==> src/hw/scan_cfg_pkg.sv <==
// Purpose: Shared constants and types for the configuration scan control block
// Assumes: Instruction and scheme pin codes are local choices
// Notes: Register offsets are byte addresses on APB
package scan_cfg_pkg;

	// ==========================================
	// Scan instruction register
	localparam int IR_LEN = 10;
	localparam logic [IR_LEN-1:0] IR_CAPTURE = 10'h001;
	localparam logic [IR_LEN-1:0] INSTR_BYPASS = 10'h3ff;
	localparam logic [IR_LEN-1:0] INSTR_CTRL_RELEASE = 10'h2d0;
	localparam logic [IR_LEN-1:0] INSTR_CTRL_REJOIN = 10'h2b0;
	localparam logic [IR_LEN-1:0] INSTR_PULSE_RECONFIG = 10'h001;
	localparam logic [IR_LEN-1:0] INSTR_USER_CLOCK_SEL = 10'h1ee;
	localparam logic [IR_LEN-1:0] INSTR_OSC_CLOCK_RESTORE = 10'h2ee;
	localparam logic [IR_LEN-1:0] INSTR_FLASH_START_ADDR = 10'h027;

	// ==========================================
	// Configuration scheme select pin codes
	localparam int SCHEME_W = 4;
	localparam logic [SCHEME_W-1:0] SEL_PASSIVE_SERIAL = 4'h0;
	localparam logic [SCHEME_W-1:0] SEL_FAST_PASSIVE = 4'h1;
	localparam logic [SCHEME_W-1:0] SEL_SERIAL_ACTIVE = 4'h2;
	localparam logic [SCHEME_W-1:0] SEL_PARALLEL_ACTIVE = 4'h3;

	typedef enum logic [1:0] {
		passive_serial_scheme = 2'h0,
		fast_passive_parallel_scheme = 2'h1,
		serial_active_scheme = 2'h2,
		parallel_active_scheme = 2'h3
	} scheme_t;

	// ==========================================
	// Boot address
	localparam int BOOT_W = 22;
	localparam int FLASH_ADDR_W = BOOT_W + 2;
	localparam logic [BOOT_W-1:0] BOOT_ADDR_RESET = 22'h000000;
	localparam logic [FLASH_ADDR_W-1:0] NON_FACTORY_ADDR = 24'h000000;

	// ==========================================
	// APB register map
	localparam logic [7:0] OFS_CONTROL = 8'h00;
	localparam logic [7:0] OFS_STATUS = 8'h04;
	localparam logic [7:0] OFS_BOOT_ADDR = 8'h08;
	localparam int CTRL_REMOTE_UPDATE_BIT = 0;
	localparam int ST_SERIAL_RELEASED_BIT = 0;
	localparam int ST_PARALLEL_RELEASED_BIT = 1;
	localparam int ST_USER_CLOCK_BIT = 2;
	localparam int ST_PIN_DISABLED_BIT = 3;
	localparam int ST_SCHEME_LSB = 4;
	localparam logic CTRL_RESET = 1'b0;

	// ==========================================
	// Test state machine, Gray codes in the order listed, not along every scan path step
	typedef enum logic [3:0] {
		tap_reset = 4'h0,
		tap_idle = 4'h1,
		tap_sel_dr = 4'h3,
		tap_cap_dr = 4'h2,
		tap_shift_dr = 4'h6,
		tap_exit1_dr = 4'h7,
		tap_pause_dr = 4'h5,
		tap_exit2_dr = 4'h4,
		tap_upd_dr = 4'hc,
		tap_sel_ir = 4'hd,
		tap_cap_ir = 4'hf,
		tap_shift_ir = 4'he,
		tap_exit1_ir = 4'ha,
		tap_pause_ir = 4'hb,
		tap_exit2_ir = 4'h9,
		tap_upd_ir = 4'h8
	} tap_state_t;

endpackage

==> src/hw/tap_state_machine.sv <==
// Purpose: Test access port state machine stepped by sampled clock rises
// Assumes: tck_rise is a one-cycle pulse in the pclk domain
// Notes: All sixteen codes are used, so no default branch
module tap_state_machine
	import scan_cfg_pkg::*;
(
	input wire logic pclk,
	input wire logic presetn,
	input wire logic tck_rise,
	input wire logic tms,
	output tap_state_t state
);

	// ==========================================
	// Next state
	tap_state_t next_state;

	always_comb begin
		next_state = state;
		unique case (state)
			tap_reset: next_state = tms ? tap_reset : tap_idle;
			tap_idle: next_state = tms ? tap_sel_dr : tap_idle;
			tap_sel_dr: next_state = tms ? tap_sel_ir : tap_cap_dr;
			tap_cap_dr: next_state = tms ? tap_exit1_dr : tap_shift_dr;
			tap_shift_dr: next_state = tms ? tap_exit1_dr : tap_shift_dr;
			tap_exit1_dr: next_state = tms ? tap_upd_dr : tap_pause_dr;
			tap_pause_dr: next_state = tms ? tap_exit2_dr : tap_pause_dr;
			tap_exit2_dr: next_state = tms ? tap_upd_dr : tap_shift_dr;
			tap_upd_dr: next_state = tms ? tap_sel_dr : tap_idle;
			tap_sel_ir: next_state = tms ? tap_reset : tap_cap_ir;
			tap_cap_ir: next_state = tms ? tap_exit1_ir : tap_shift_ir;
			tap_shift_ir: next_state = tms ? tap_exit1_ir : tap_shift_ir;
			tap_exit1_ir: next_state = tms ? tap_upd_ir : tap_pause_ir;
			tap_pause_ir: next_state = tms ? tap_exit2_ir : tap_pause_ir;
			tap_exit2_ir: next_state = tms ? tap_upd_ir : tap_shift_ir;
			tap_upd_ir: next_state = tms ? tap_sel_dr : tap_idle;
		endcase
	end

	always_ff @(posedge pclk or negedge presetn) begin
		if (!presetn) begin
			state <= tap_reset;
		end else if (tck_rise) begin
			state <= next_state;
		end
	end

endmodule

==> src/hw/active_config_scan_control.sv <==
// Purpose: Scan instruction control around the active configuration controllers
// Assumes: Scan pins are sampled by pclk, far faster than the test clock
// Notes: presetn doubles as the power-on reset of the device
//
// Function
// Release instruction idles the active controller
// Scheme pins pick serial or parallel controller
// Host releases before scan programming in active schemes
// Release under passive scheme changes nothing
// Serial held idle, parallel sent chill-out
// User mode re-engages released controller
// Serial rejoins on test reset or rejoin
// Parallel rejoins only on rejoin; pin never
// Rejoin anytime, re-engages and starts reconfiguration
// Rejoin under passive acts as pulse reconfigure
// Rejoin disables the reconfiguration request pin
// Host issues instructions in the strict order
// Host avoids I/O reconfiguration at power up
// Controllers default to internal oscillator clock
// User clock select persists across instructions
// Only restore instruction or power-on clears select
// Pin toggle or test reset keep clock
// Address instruction links data through 22-bit shifter
// Shifted address loads 22-bit update register
// Update register captured and shifted out
// Two zero bits appended below boot address
// Remote update: address applies to factory only
// Update register loads on update-data state
//
// Chosen here: register access over APB and the register addresses.
module active_config_scan_control
	import scan_cfg_pkg::*;
(
	input wire logic pclk,
	input wire logic presetn,
	input wire logic [7:0] paddr,
	input wire logic psel,
	input wire logic penable,
	input wire logic pwrite,
	input wire logic [31:0] pwdata,
	output logic [31:0] prdata,
	output logic pready,
	output logic pslverr,
	input wire logic tck,
	input wire logic tms,
	input wire logic tdi,
	output logic tdo,
	output logic tdo_oe,
	input wire logic [SCHEME_W-1:0] scheme_select_pins,
	input wire logic reconfig_request_n,
	input wire logic user_mode,
	input wire logic image_is_factory,
	output logic serial_ctrl_idle,
	output logic parallel_ctrl_chill_out,
	output logic ctrl_reengage,
	output logic ctrl_enter_user_mode,
	output logic start_reconfig,
	output logic reconfig_pin_disabled,
	output logic user_clock_select,
	output logic [FLASH_ADDR_W-1:0] flash_start_address
);

	// ==========================================
	// Functions
	function automatic scheme_t decode_scheme(input logic [SCHEME_W-1:0] pins);
		scheme_t s;
		s = passive_serial_scheme;
		if (pins == SEL_SERIAL_ACTIVE) begin
			s = serial_active_scheme;
		end else if (pins == SEL_PARALLEL_ACTIVE) begin
			s = parallel_active_scheme;
		end else if (pins == SEL_FAST_PASSIVE) begin
			s = fast_passive_parallel_scheme;
		end
		return s;
	endfunction

	// ==========================================
	// Pin synchronisers
	// A third stage on the test clock only feeds edge detection, never the first stage
	logic [2:0] tck_sync;
	logic [1:0] tms_sync, tdi_sync, reconfig_sync;
	logic reconfig_prev;
	logic [SCHEME_W-1:0] scheme_meta;
	logic [SCHEME_W-1:0] scheme_pins;

	always_ff @(posedge pclk or negedge presetn) begin
		if (!presetn) begin
			tck_sync <= 3'h0;
			tms_sync <= 2'h3;
			tdi_sync <= 2'h0;
			reconfig_sync <= 2'h3;
			reconfig_prev <= 1'b1;
			scheme_meta <= SEL_PASSIVE_SERIAL;
			scheme_pins <= SEL_PASSIVE_SERIAL;
		end else begin
			tck_sync <= {tck_sync[1:0], tck};
			tms_sync <= {tms_sync[0], tms};
			tdi_sync <= {tdi_sync[0], tdi};
			reconfig_sync <= {reconfig_sync[0], reconfig_request_n};
			reconfig_prev <= reconfig_sync[1];
			scheme_meta <= scheme_select_pins;
			scheme_pins <= scheme_meta;
		end
	end

	logic tck_rise, tck_fall, pin_reconfig_fall;
	scheme_t scheme;

	assign tck_rise = tck_sync[1] & ~tck_sync[2];
	assign tck_fall = ~tck_sync[1] & tck_sync[2];
	assign pin_reconfig_fall = reconfig_prev & ~reconfig_sync[1];
	assign scheme = decode_scheme(scheme_pins);

	// ==========================================
	// Test state machine
	tap_state_t tap_state;

	tap_state_machine u_tap (
		.pclk(pclk),
		.presetn(presetn),
		.tck_rise(tck_rise),
		.tms(tms_sync[1]),
		.state(tap_state)
	);

	logic step, enter_tap_reset, ir_updated;

	assign step = tck_rise;
	assign enter_tap_reset = step && tap_state == tap_sel_ir && tms_sync[1];
	assign ir_updated = step && tap_state == tap_upd_ir;

	// ==========================================
	// Instruction register
	logic [IR_LEN-1:0] ir_shift;
	logic [IR_LEN-1:0] instr;

	always_ff @(posedge pclk or negedge presetn) begin
		if (!presetn) begin
			ir_shift <= IR_CAPTURE;
		end else if (step && tap_state == tap_cap_ir) begin
			ir_shift <= IR_CAPTURE;
		end else if (step && tap_state == tap_shift_ir) begin
			ir_shift <= {tdi_sync[1], ir_shift[IR_LEN-1:1]};
		end
	end

	always_ff @(posedge pclk or negedge presetn) begin
		if (!presetn) begin
			instr <= INSTR_BYPASS;
		end else if (step && tap_state == tap_reset) begin
			instr <= INSTR_BYPASS;
		end else if (ir_updated) begin
			instr <= ir_shift;
		end
	end

	logic new_release, new_rejoin, new_pulse, new_user_clock, new_osc_restore;

	assign new_release = ir_updated && ir_shift == INSTR_CTRL_RELEASE;
	assign new_rejoin = ir_updated && ir_shift == INSTR_CTRL_REJOIN;
	assign new_pulse = ir_updated && ir_shift == INSTR_PULSE_RECONFIG;
	assign new_user_clock = ir_updated && ir_shift == INSTR_USER_CLOCK_SEL;
	assign new_osc_restore = ir_updated && ir_shift == INSTR_OSC_CLOCK_RESTORE;

	// ==========================================
	// Data registers
	logic addr_selected, bypass_bit;
	logic [BOOT_W-1:0] boot_shift, boot_addr;

	assign addr_selected = instr == INSTR_FLASH_START_ADDR;

	always_ff @(posedge pclk or negedge presetn) begin
		if (!presetn) begin
			boot_shift <= BOOT_ADDR_RESET;
		end else if (step && addr_selected && tap_state == tap_cap_dr) begin
			boot_shift <= boot_addr;
		end else if (step && addr_selected && tap_state == tap_shift_dr) begin
			boot_shift <= {tdi_sync[1], boot_shift[BOOT_W-1:1]};
		end
	end

	// Never reset by the test reset state, only by power-on
	always_ff @(posedge pclk or negedge presetn) begin
		if (!presetn) begin
			boot_addr <= BOOT_ADDR_RESET;
		end else if (step && addr_selected && tap_state == tap_upd_dr) begin
			boot_addr <= boot_shift;
		end
	end

	always_ff @(posedge pclk or negedge presetn) begin
		if (!presetn) begin
			bypass_bit <= 1'b0;
		end else if (step && tap_state == tap_cap_dr) begin
			bypass_bit <= 1'b0;
		end else if (step && tap_state == tap_shift_dr) begin
			bypass_bit <= tdi_sync[1];
		end
	end

	// ==========================================
	// Test data output, changes on the falling test clock
	logic next_tdo;

	always_comb begin
		next_tdo = bypass_bit;
		if (tap_state == tap_shift_ir) begin
			next_tdo = ir_shift[0];
		end else if (addr_selected) begin
			next_tdo = boot_shift[0];
		end
	end

	always_ff @(posedge pclk or negedge presetn) begin
		if (!presetn) begin
			tdo <= 1'b0;
			tdo_oe <= 1'b0;
		end else if (tck_fall) begin
			tdo <= next_tdo;
			tdo_oe <= tap_state == tap_shift_ir || tap_state == tap_shift_dr;
		end
	end

	// ==========================================
	// Controller release and re-engage
	logic user_mode_prev, user_mode_rise, serial_released, parallel_released;

	assign user_mode_rise = user_mode & ~user_mode_prev;

	always_ff @(posedge pclk or negedge presetn) begin
		if (!presetn) begin
			user_mode_prev <= 1'b0;
		end else begin
			user_mode_prev <= user_mode;
		end
	end

	// Release under a passive scheme leaves both flags alone
	always_ff @(posedge pclk or negedge presetn) begin
		if (!presetn) begin
			serial_released <= 1'b0;
		end else if (new_release && scheme == serial_active_scheme) begin
			serial_released <= 1'b1;
		end else if (user_mode_rise || new_rejoin || enter_tap_reset) begin
			serial_released <= 1'b0;
		end
	end

	// The request pin plays no part here, so it cannot re-engage
	always_ff @(posedge pclk or negedge presetn) begin
		if (!presetn) begin
			parallel_released <= 1'b0;
		end else if (new_release && scheme == parallel_active_scheme) begin
			parallel_released <= 1'b1;
		end else if (user_mode_rise || new_rejoin) begin
			parallel_released <= 1'b0;
		end
	end

	always_ff @(posedge pclk or negedge presetn) begin
		if (!presetn) begin
			ctrl_reengage <= 1'b0;
			ctrl_enter_user_mode <= 1'b0;
		end else begin
			ctrl_reengage <= (serial_released && (new_rejoin || enter_tap_reset)) ||
				(parallel_released && new_rejoin);
			ctrl_enter_user_mode <= user_mode_rise && (serial_released || parallel_released);
		end
	end

	assign serial_ctrl_idle = serial_released;
	assign parallel_ctrl_chill_out = parallel_released;

	// ==========================================
	// Reconfiguration requests
	always_ff @(posedge pclk or negedge presetn) begin
		if (!presetn) begin
			reconfig_pin_disabled <= 1'b0;
		end else if (new_rejoin) begin
			reconfig_pin_disabled <= 1'b1;
		end else if (user_mode_rise) begin
			reconfig_pin_disabled <= 1'b0;
		end
	end

	// Rejoin restarts in any scheme; under passive it equals the pulse instruction
	always_ff @(posedge pclk or negedge presetn) begin
		if (!presetn) begin
			start_reconfig <= 1'b0;
		end else begin
			start_reconfig <= new_rejoin || new_pulse ||
				(pin_reconfig_fall && !reconfig_pin_disabled);
		end
	end

	// ==========================================
	// Active clock source
	// Only power-on or the restore instruction clears the select; pin toggles and test resets are ignored
	always_ff @(posedge pclk or negedge presetn) begin
		if (!presetn) begin
			user_clock_select <= 1'b0;
		end else if (new_user_clock) begin
			user_clock_select <= 1'b1;
		end else if (new_osc_restore) begin
			user_clock_select <= 1'b0;
		end
	end

	// ==========================================
	// Flash start address
	logic remote_update_en;

	always_ff @(posedge pclk or negedge presetn) begin
		if (!presetn) begin
			flash_start_address <= NON_FACTORY_ADDR;
		end else if (remote_update_en && !image_is_factory) begin
			flash_start_address <= NON_FACTORY_ADDR;
		end else begin
			flash_start_address <= {boot_addr, 2'b00};
		end
	end

	// ==========================================
	// APB slave, zero wait states
	logic apb_write, apb_setup, addr_known;
	logic [31:0] next_prdata;

	assign apb_write = psel && penable && pwrite;
	assign apb_setup = psel && !penable;
	assign addr_known = paddr == OFS_CONTROL || paddr == OFS_STATUS || paddr == OFS_BOOT_ADDR;
	assign pready = 1'b1;
	assign pslverr = psel && penable && !addr_known;

	always_ff @(posedge pclk or negedge presetn) begin
		if (!presetn) begin
			remote_update_en <= CTRL_RESET;
		end else if (apb_write && paddr == OFS_CONTROL) begin
			remote_update_en <= pwdata[CTRL_REMOTE_UPDATE_BIT];
		end
	end

	always_comb begin
		next_prdata = 32'h00000000;
		if (paddr == OFS_CONTROL) begin
			next_prdata[CTRL_REMOTE_UPDATE_BIT] = remote_update_en;
		end else if (paddr == OFS_STATUS) begin
			next_prdata[ST_SERIAL_RELEASED_BIT] = serial_released;
			next_prdata[ST_PARALLEL_RELEASED_BIT] = parallel_released;
			next_prdata[ST_USER_CLOCK_BIT] = user_clock_select;
			next_prdata[ST_PIN_DISABLED_BIT] = reconfig_pin_disabled;
			next_prdata[ST_SCHEME_LSB +: 2] = scheme;
		end else if (paddr == OFS_BOOT_ADDR) begin
			next_prdata[BOOT_W-1:0] = boot_addr;
		end
	end

	// Data is sampled in the setup cycle so it is steady through the access phase
	always_ff @(posedge pclk or negedge presetn) begin
		if (!presetn) begin
			prdata <= 32'h00000000;
		end else if (apb_setup) begin
			prdata <= next_prdata;
		end
	end

endmodule

==> config.mk <==
export PLATFORM = sky130hd
export DESIGN_NAME = active_config_scan_control
export DESIGN_NICKNAME = d
export VERILOG_FILES = /design/src/hw/scan_cfg_pkg.sv /design/src/hw/tap_state_machine.sv /design/src/hw/active_config_scan_control.sv
export SDC_FILE = /design/constraint.sdc
export NUM_CORES = 1
export LEC_CHECK = 0
export BUFFER_PORTS_ARGS = -buffer_cell sky130_fd_sc_hd__buf_2
export CAP_MARGIN = 20
export CORE_AREA = 2 2 103 115
export DETAILED_ROUTE_END_ITERATION = 16
export DIE_AREA = 0 0 105 117
export GPL_TIMING_DRIVEN = 0
export PLACE_DENSITY = 0.86
export SYNTH_ARGS = -nofsm -noshare
export SYNTH_HDL_FRONTEND = slang
export SYNTH_SLANG_ARGS = --single-unit
export TNS_END_PERCENT = 1
==> constraint.sdc <==
create_clock -name pclk -period 2.2 [get_ports pclk]
set_input_delay 0 -clock pclk [delete_from_list [all_inputs] [get_ports pclk]]
set_output_delay 0 -clock pclk [all_outputs]
set_load 0.02 [all_outputs]
==> impl_metrics.py <==
metrics = {
    "routing": {
        "wirelength_um": 12860,
        "via_per_inst": 5.399,
        "first_pass_iters": 4,
        "drc": 0,
        "ant_nets": 0,
        "drt_iter0_markers": 299,
        "via_count": 4125,
        "routedWlPerCell_um": 16.83,
    },
    "layout": {
        "layout-drive-gt1-share": 0.3599,
        "post-route-cell-area_sq_um": 7385,
        "post-route-util": 0.6603,
        "layout.nets": 656,
        "syn_to_final_growth_pct": 23.32,
        "n_antenna_cell": 0,
        "final_cells": 764,
    },
    "clock_tree": {
        "clk-insertion-delay-late_ns": 0.42,
        "cts_buffers": 17,
        "clk_pin_slew_ns": 0.06,
        "cts_tree": "yes",
        "cts-root-buf": "clkbuf_16",
        "htree_levels": 4,
        "clock_path_buffers": 2,
        "clkSinkCount": 142,
    },
    "timing": {
        "slew_viol_final": 0,
        "fmax_ghz": 0.4759,
        "clock_skew_ns": 0.006822,
        "period_needed_ns": 2.101,
        "rsz0062_at_grt": "true",
        "relSlewSlack": 0.4418,
        "setup-tns-final_ns": 0,
        "finalCritPeriodShare": 0.9551,
        "setup_viol": 0,
        "finalHoldViolations": 0,
        "timing.hold.ws_ns": 0.02141,
        "worstMarginPinSlew_ns": 0.8351,
        "worst_slack_ns": 0.09867,
    },
    "grt": {
        "grt_pass1_wl_um": 21520,
        "antenna_found_initial": 0,
        "grt_use_total": 0.2246,
        "grt_start_max_net_pins": 76,
        "first_global_vias": 4292,
        "overflow": 0,
    },
    "logic_synthesis": {
        "synth_cells": 481,
        "ys_seq_area_frac": 0.5967,
        "async_flop_share": 1.000,
        "yosys.area.top_type": "dfrtp_1",
        "synth_edf_count": 0,
        "synth-main-ff-cell": "dfrtp_1",
        "synth.avg_cell_area_sq_um": 12.45,
        "ys_ff_latch": 142,
        "synthesis.area_sq_um": 5988,
        "yosys_warnings": 0,
        "synth_area_leaders": "dfrtp_1 (53%), mux2_2 (9.0%), dfstp_2 (7.0%)",
        "synth.top_cell.area_share": 0.5265,
        "ys_types": 49,
    },
    "critical_path": {
        "path_max_fanout": 10,
        "crit_type": "flop to flop",
        "end_kind": "flop",
        "cp.required_ns": 2.50,
        "max_stage_delay_ns": 0.58,
        "path_cells": "clkbuf_1 > clkbuf_1 > mux2_2 > mux2_4",
        "critPathSlowestCell": "clkbuf_1",
        "cp_num_buf_inv": 2,
        "r2r_setup_slack_ns": 0.1,
        "critPathLaunchType": "flop",
        "cp_common_cell": "clkbuf_1",
        "cp.arrival_ns": 2.40,
        "critPathTopFamily": "buffers and inverters",
    },
    "place": {
        "dpl_cell_area_sq_um": 6631,
        "dp_cells": 719,
        "portBuffers": 76,
        "dp_hpwl_um": 8110,
        "gp_congestion": 0.8810,
        "pre_cts_ws_ns": -0.06150,
    },
    "job": {
        "cap_violations": 0,
    },
    "power_and_ir_drop": {
        "ir_drop_uv": 498.1,
        "powerDensity_nw_per_um2": 947.6,
        "power_leakage_nw": 3.710,
        "power_mw": 6.997,
    },
    "floorplan": {
        "pin_count": 122,
        "initial_core_util": 0.5355,
        "dieArea_sq_um": 12290,
        "core_sq_um": 11180,
        "die_w_um": 105,
        "row_count": 41,
        "die_h_um": 117,
    },
    "outcome": {
        "outcome": "finished clean",
    },
    "min_path": {
        "hp-class": "primary input to flop",
    },
}
[flip-flops by register name, indices dropped and copies added, names as in the netlist, 2 cells and up]
signal,flops
boot_addr,22
boot_shift,22
flash_start_address,22
prdata,22
instr,10
ir_shift,10
scheme_meta,4
scheme_pins,4
u_tap.state,4
tck_sync,3
reconfig_sync,2
tdi_sync,2
tms_sync,2
[layout make-up]
type	instances	area (sq um)
fillers	807	3799
well taps	150	187.7
inverters	6	22.52
clock inverters	13	162.7
multi-input cells	303	2205
flip-flops and latches	142	3573
clock buffers	19	442.9
plain buffers	41	251.5
repair buffers	90	539.3
[synth_stat cells, drive strengths merged, types with 2 or more instances]
cell and number:
a21oi 9, a22o 17, a22oi 3, a2bb2oi 2, a32oi 3, and2 23
buf 20, clkbuf 21, conb 2, dfrtp 126, dfstp 16, inv 6
mux2 68, mux2i 2, nand2 47, nand2b 12, nand3 4, nand3b 2
nand4 2, nand4b 2, nor2 25, nor2b 3, nor3 2, nor3b 2
nor4 8, nor4b 3, o21ai 29, o22ai 4, o31ai 5
[worst register-to-register path: cells and delay by family (launching register included)]
| family | cells | cell delay [ns] |
|---|---|---|
| buffers and inverters | 2 | 0.93 |
| flip-flops | 1 | 0.35 |
| multiplexers | 2 | 0.71 |
[repair_timing]
item	CTS	global route
pin swaps	0	1
buffers inserted	0	2
endpoints found under the hold margin	79	0
endpoints found under the setup margin	20	21
gates resized for setup	1	4
hold buffers	11	0
[layout by cell type (no fill, tap or decap), types with 3 or more instances in the layout]
cell type      count
and2_1            23
nand3_1            4
o21ai_0           29
nor4_2             3
buf_4             15
mux2_2            48
dlygate4sd3_1     11
buf_2             76
a21oi_1            9
nor2b_1            3
clkbuf_16         17
o22ai_1            4
conb_1            13
dfstp_2           16
nor4_1             5
a32oi_1            3
nand2_1           47
clkinv_2           3
dfrtp_1          126
a22oi_1            3
mux2_4            20
clkinvlp_4         3
inv_1              6
nor2_1            25
clkbuf_1          22
o31ai_1            5
nand2b_1          12
inv_6              3
bufinv_16          3
a22o_1            17
[path summary, 6_finish.rpt]
path | from | end | depth (start not counted)
setup / recovery | u_tap.state[2] | boot_shift[14] | 4
hold / removal | pwrite | remote_update_en | 4
setup reg to reg | u_tap.state[2] | boot_shift[14] | 4
hold reg to reg | tck_sync[0] | tck_sync[1] | 0
max in group asynchronous | presetn | flash_start_address[9] | 3
min in group asynchronous | presetn | tck_sync[0] | 2
[power by group]
group	leakage, nW	switching, mW	internal, mW
Clock	0.290	1.12	1.82
Combinational	1.54	0.649	0.386
Sequential	1.88	0.147	2.88
Total	3.71	1.92	5.08
[routing by layer]
| layer | part of all wire | global-route usage |
|---|---|---|
| met5 | 0 | 0 |
| met1 | 0.40 | 0.2647 |
| met4 | 0.026 | 0.1022 |
| met2 | 0.53 | 0.3996 |
| met3 | 0.044 | 0.04817 |
[cells by family after synthesis]
logic type | synth area share
flip-flops | 0.5967
other | 0.001254
AND/OR/NAND/NOR | 0.1262
multiplexers | 0.1438
AO/OA/AOI/OAI | 0.08713
buffers and inverters | 0.04492
No activity file was read; power rests on OpenSTA's default activity.
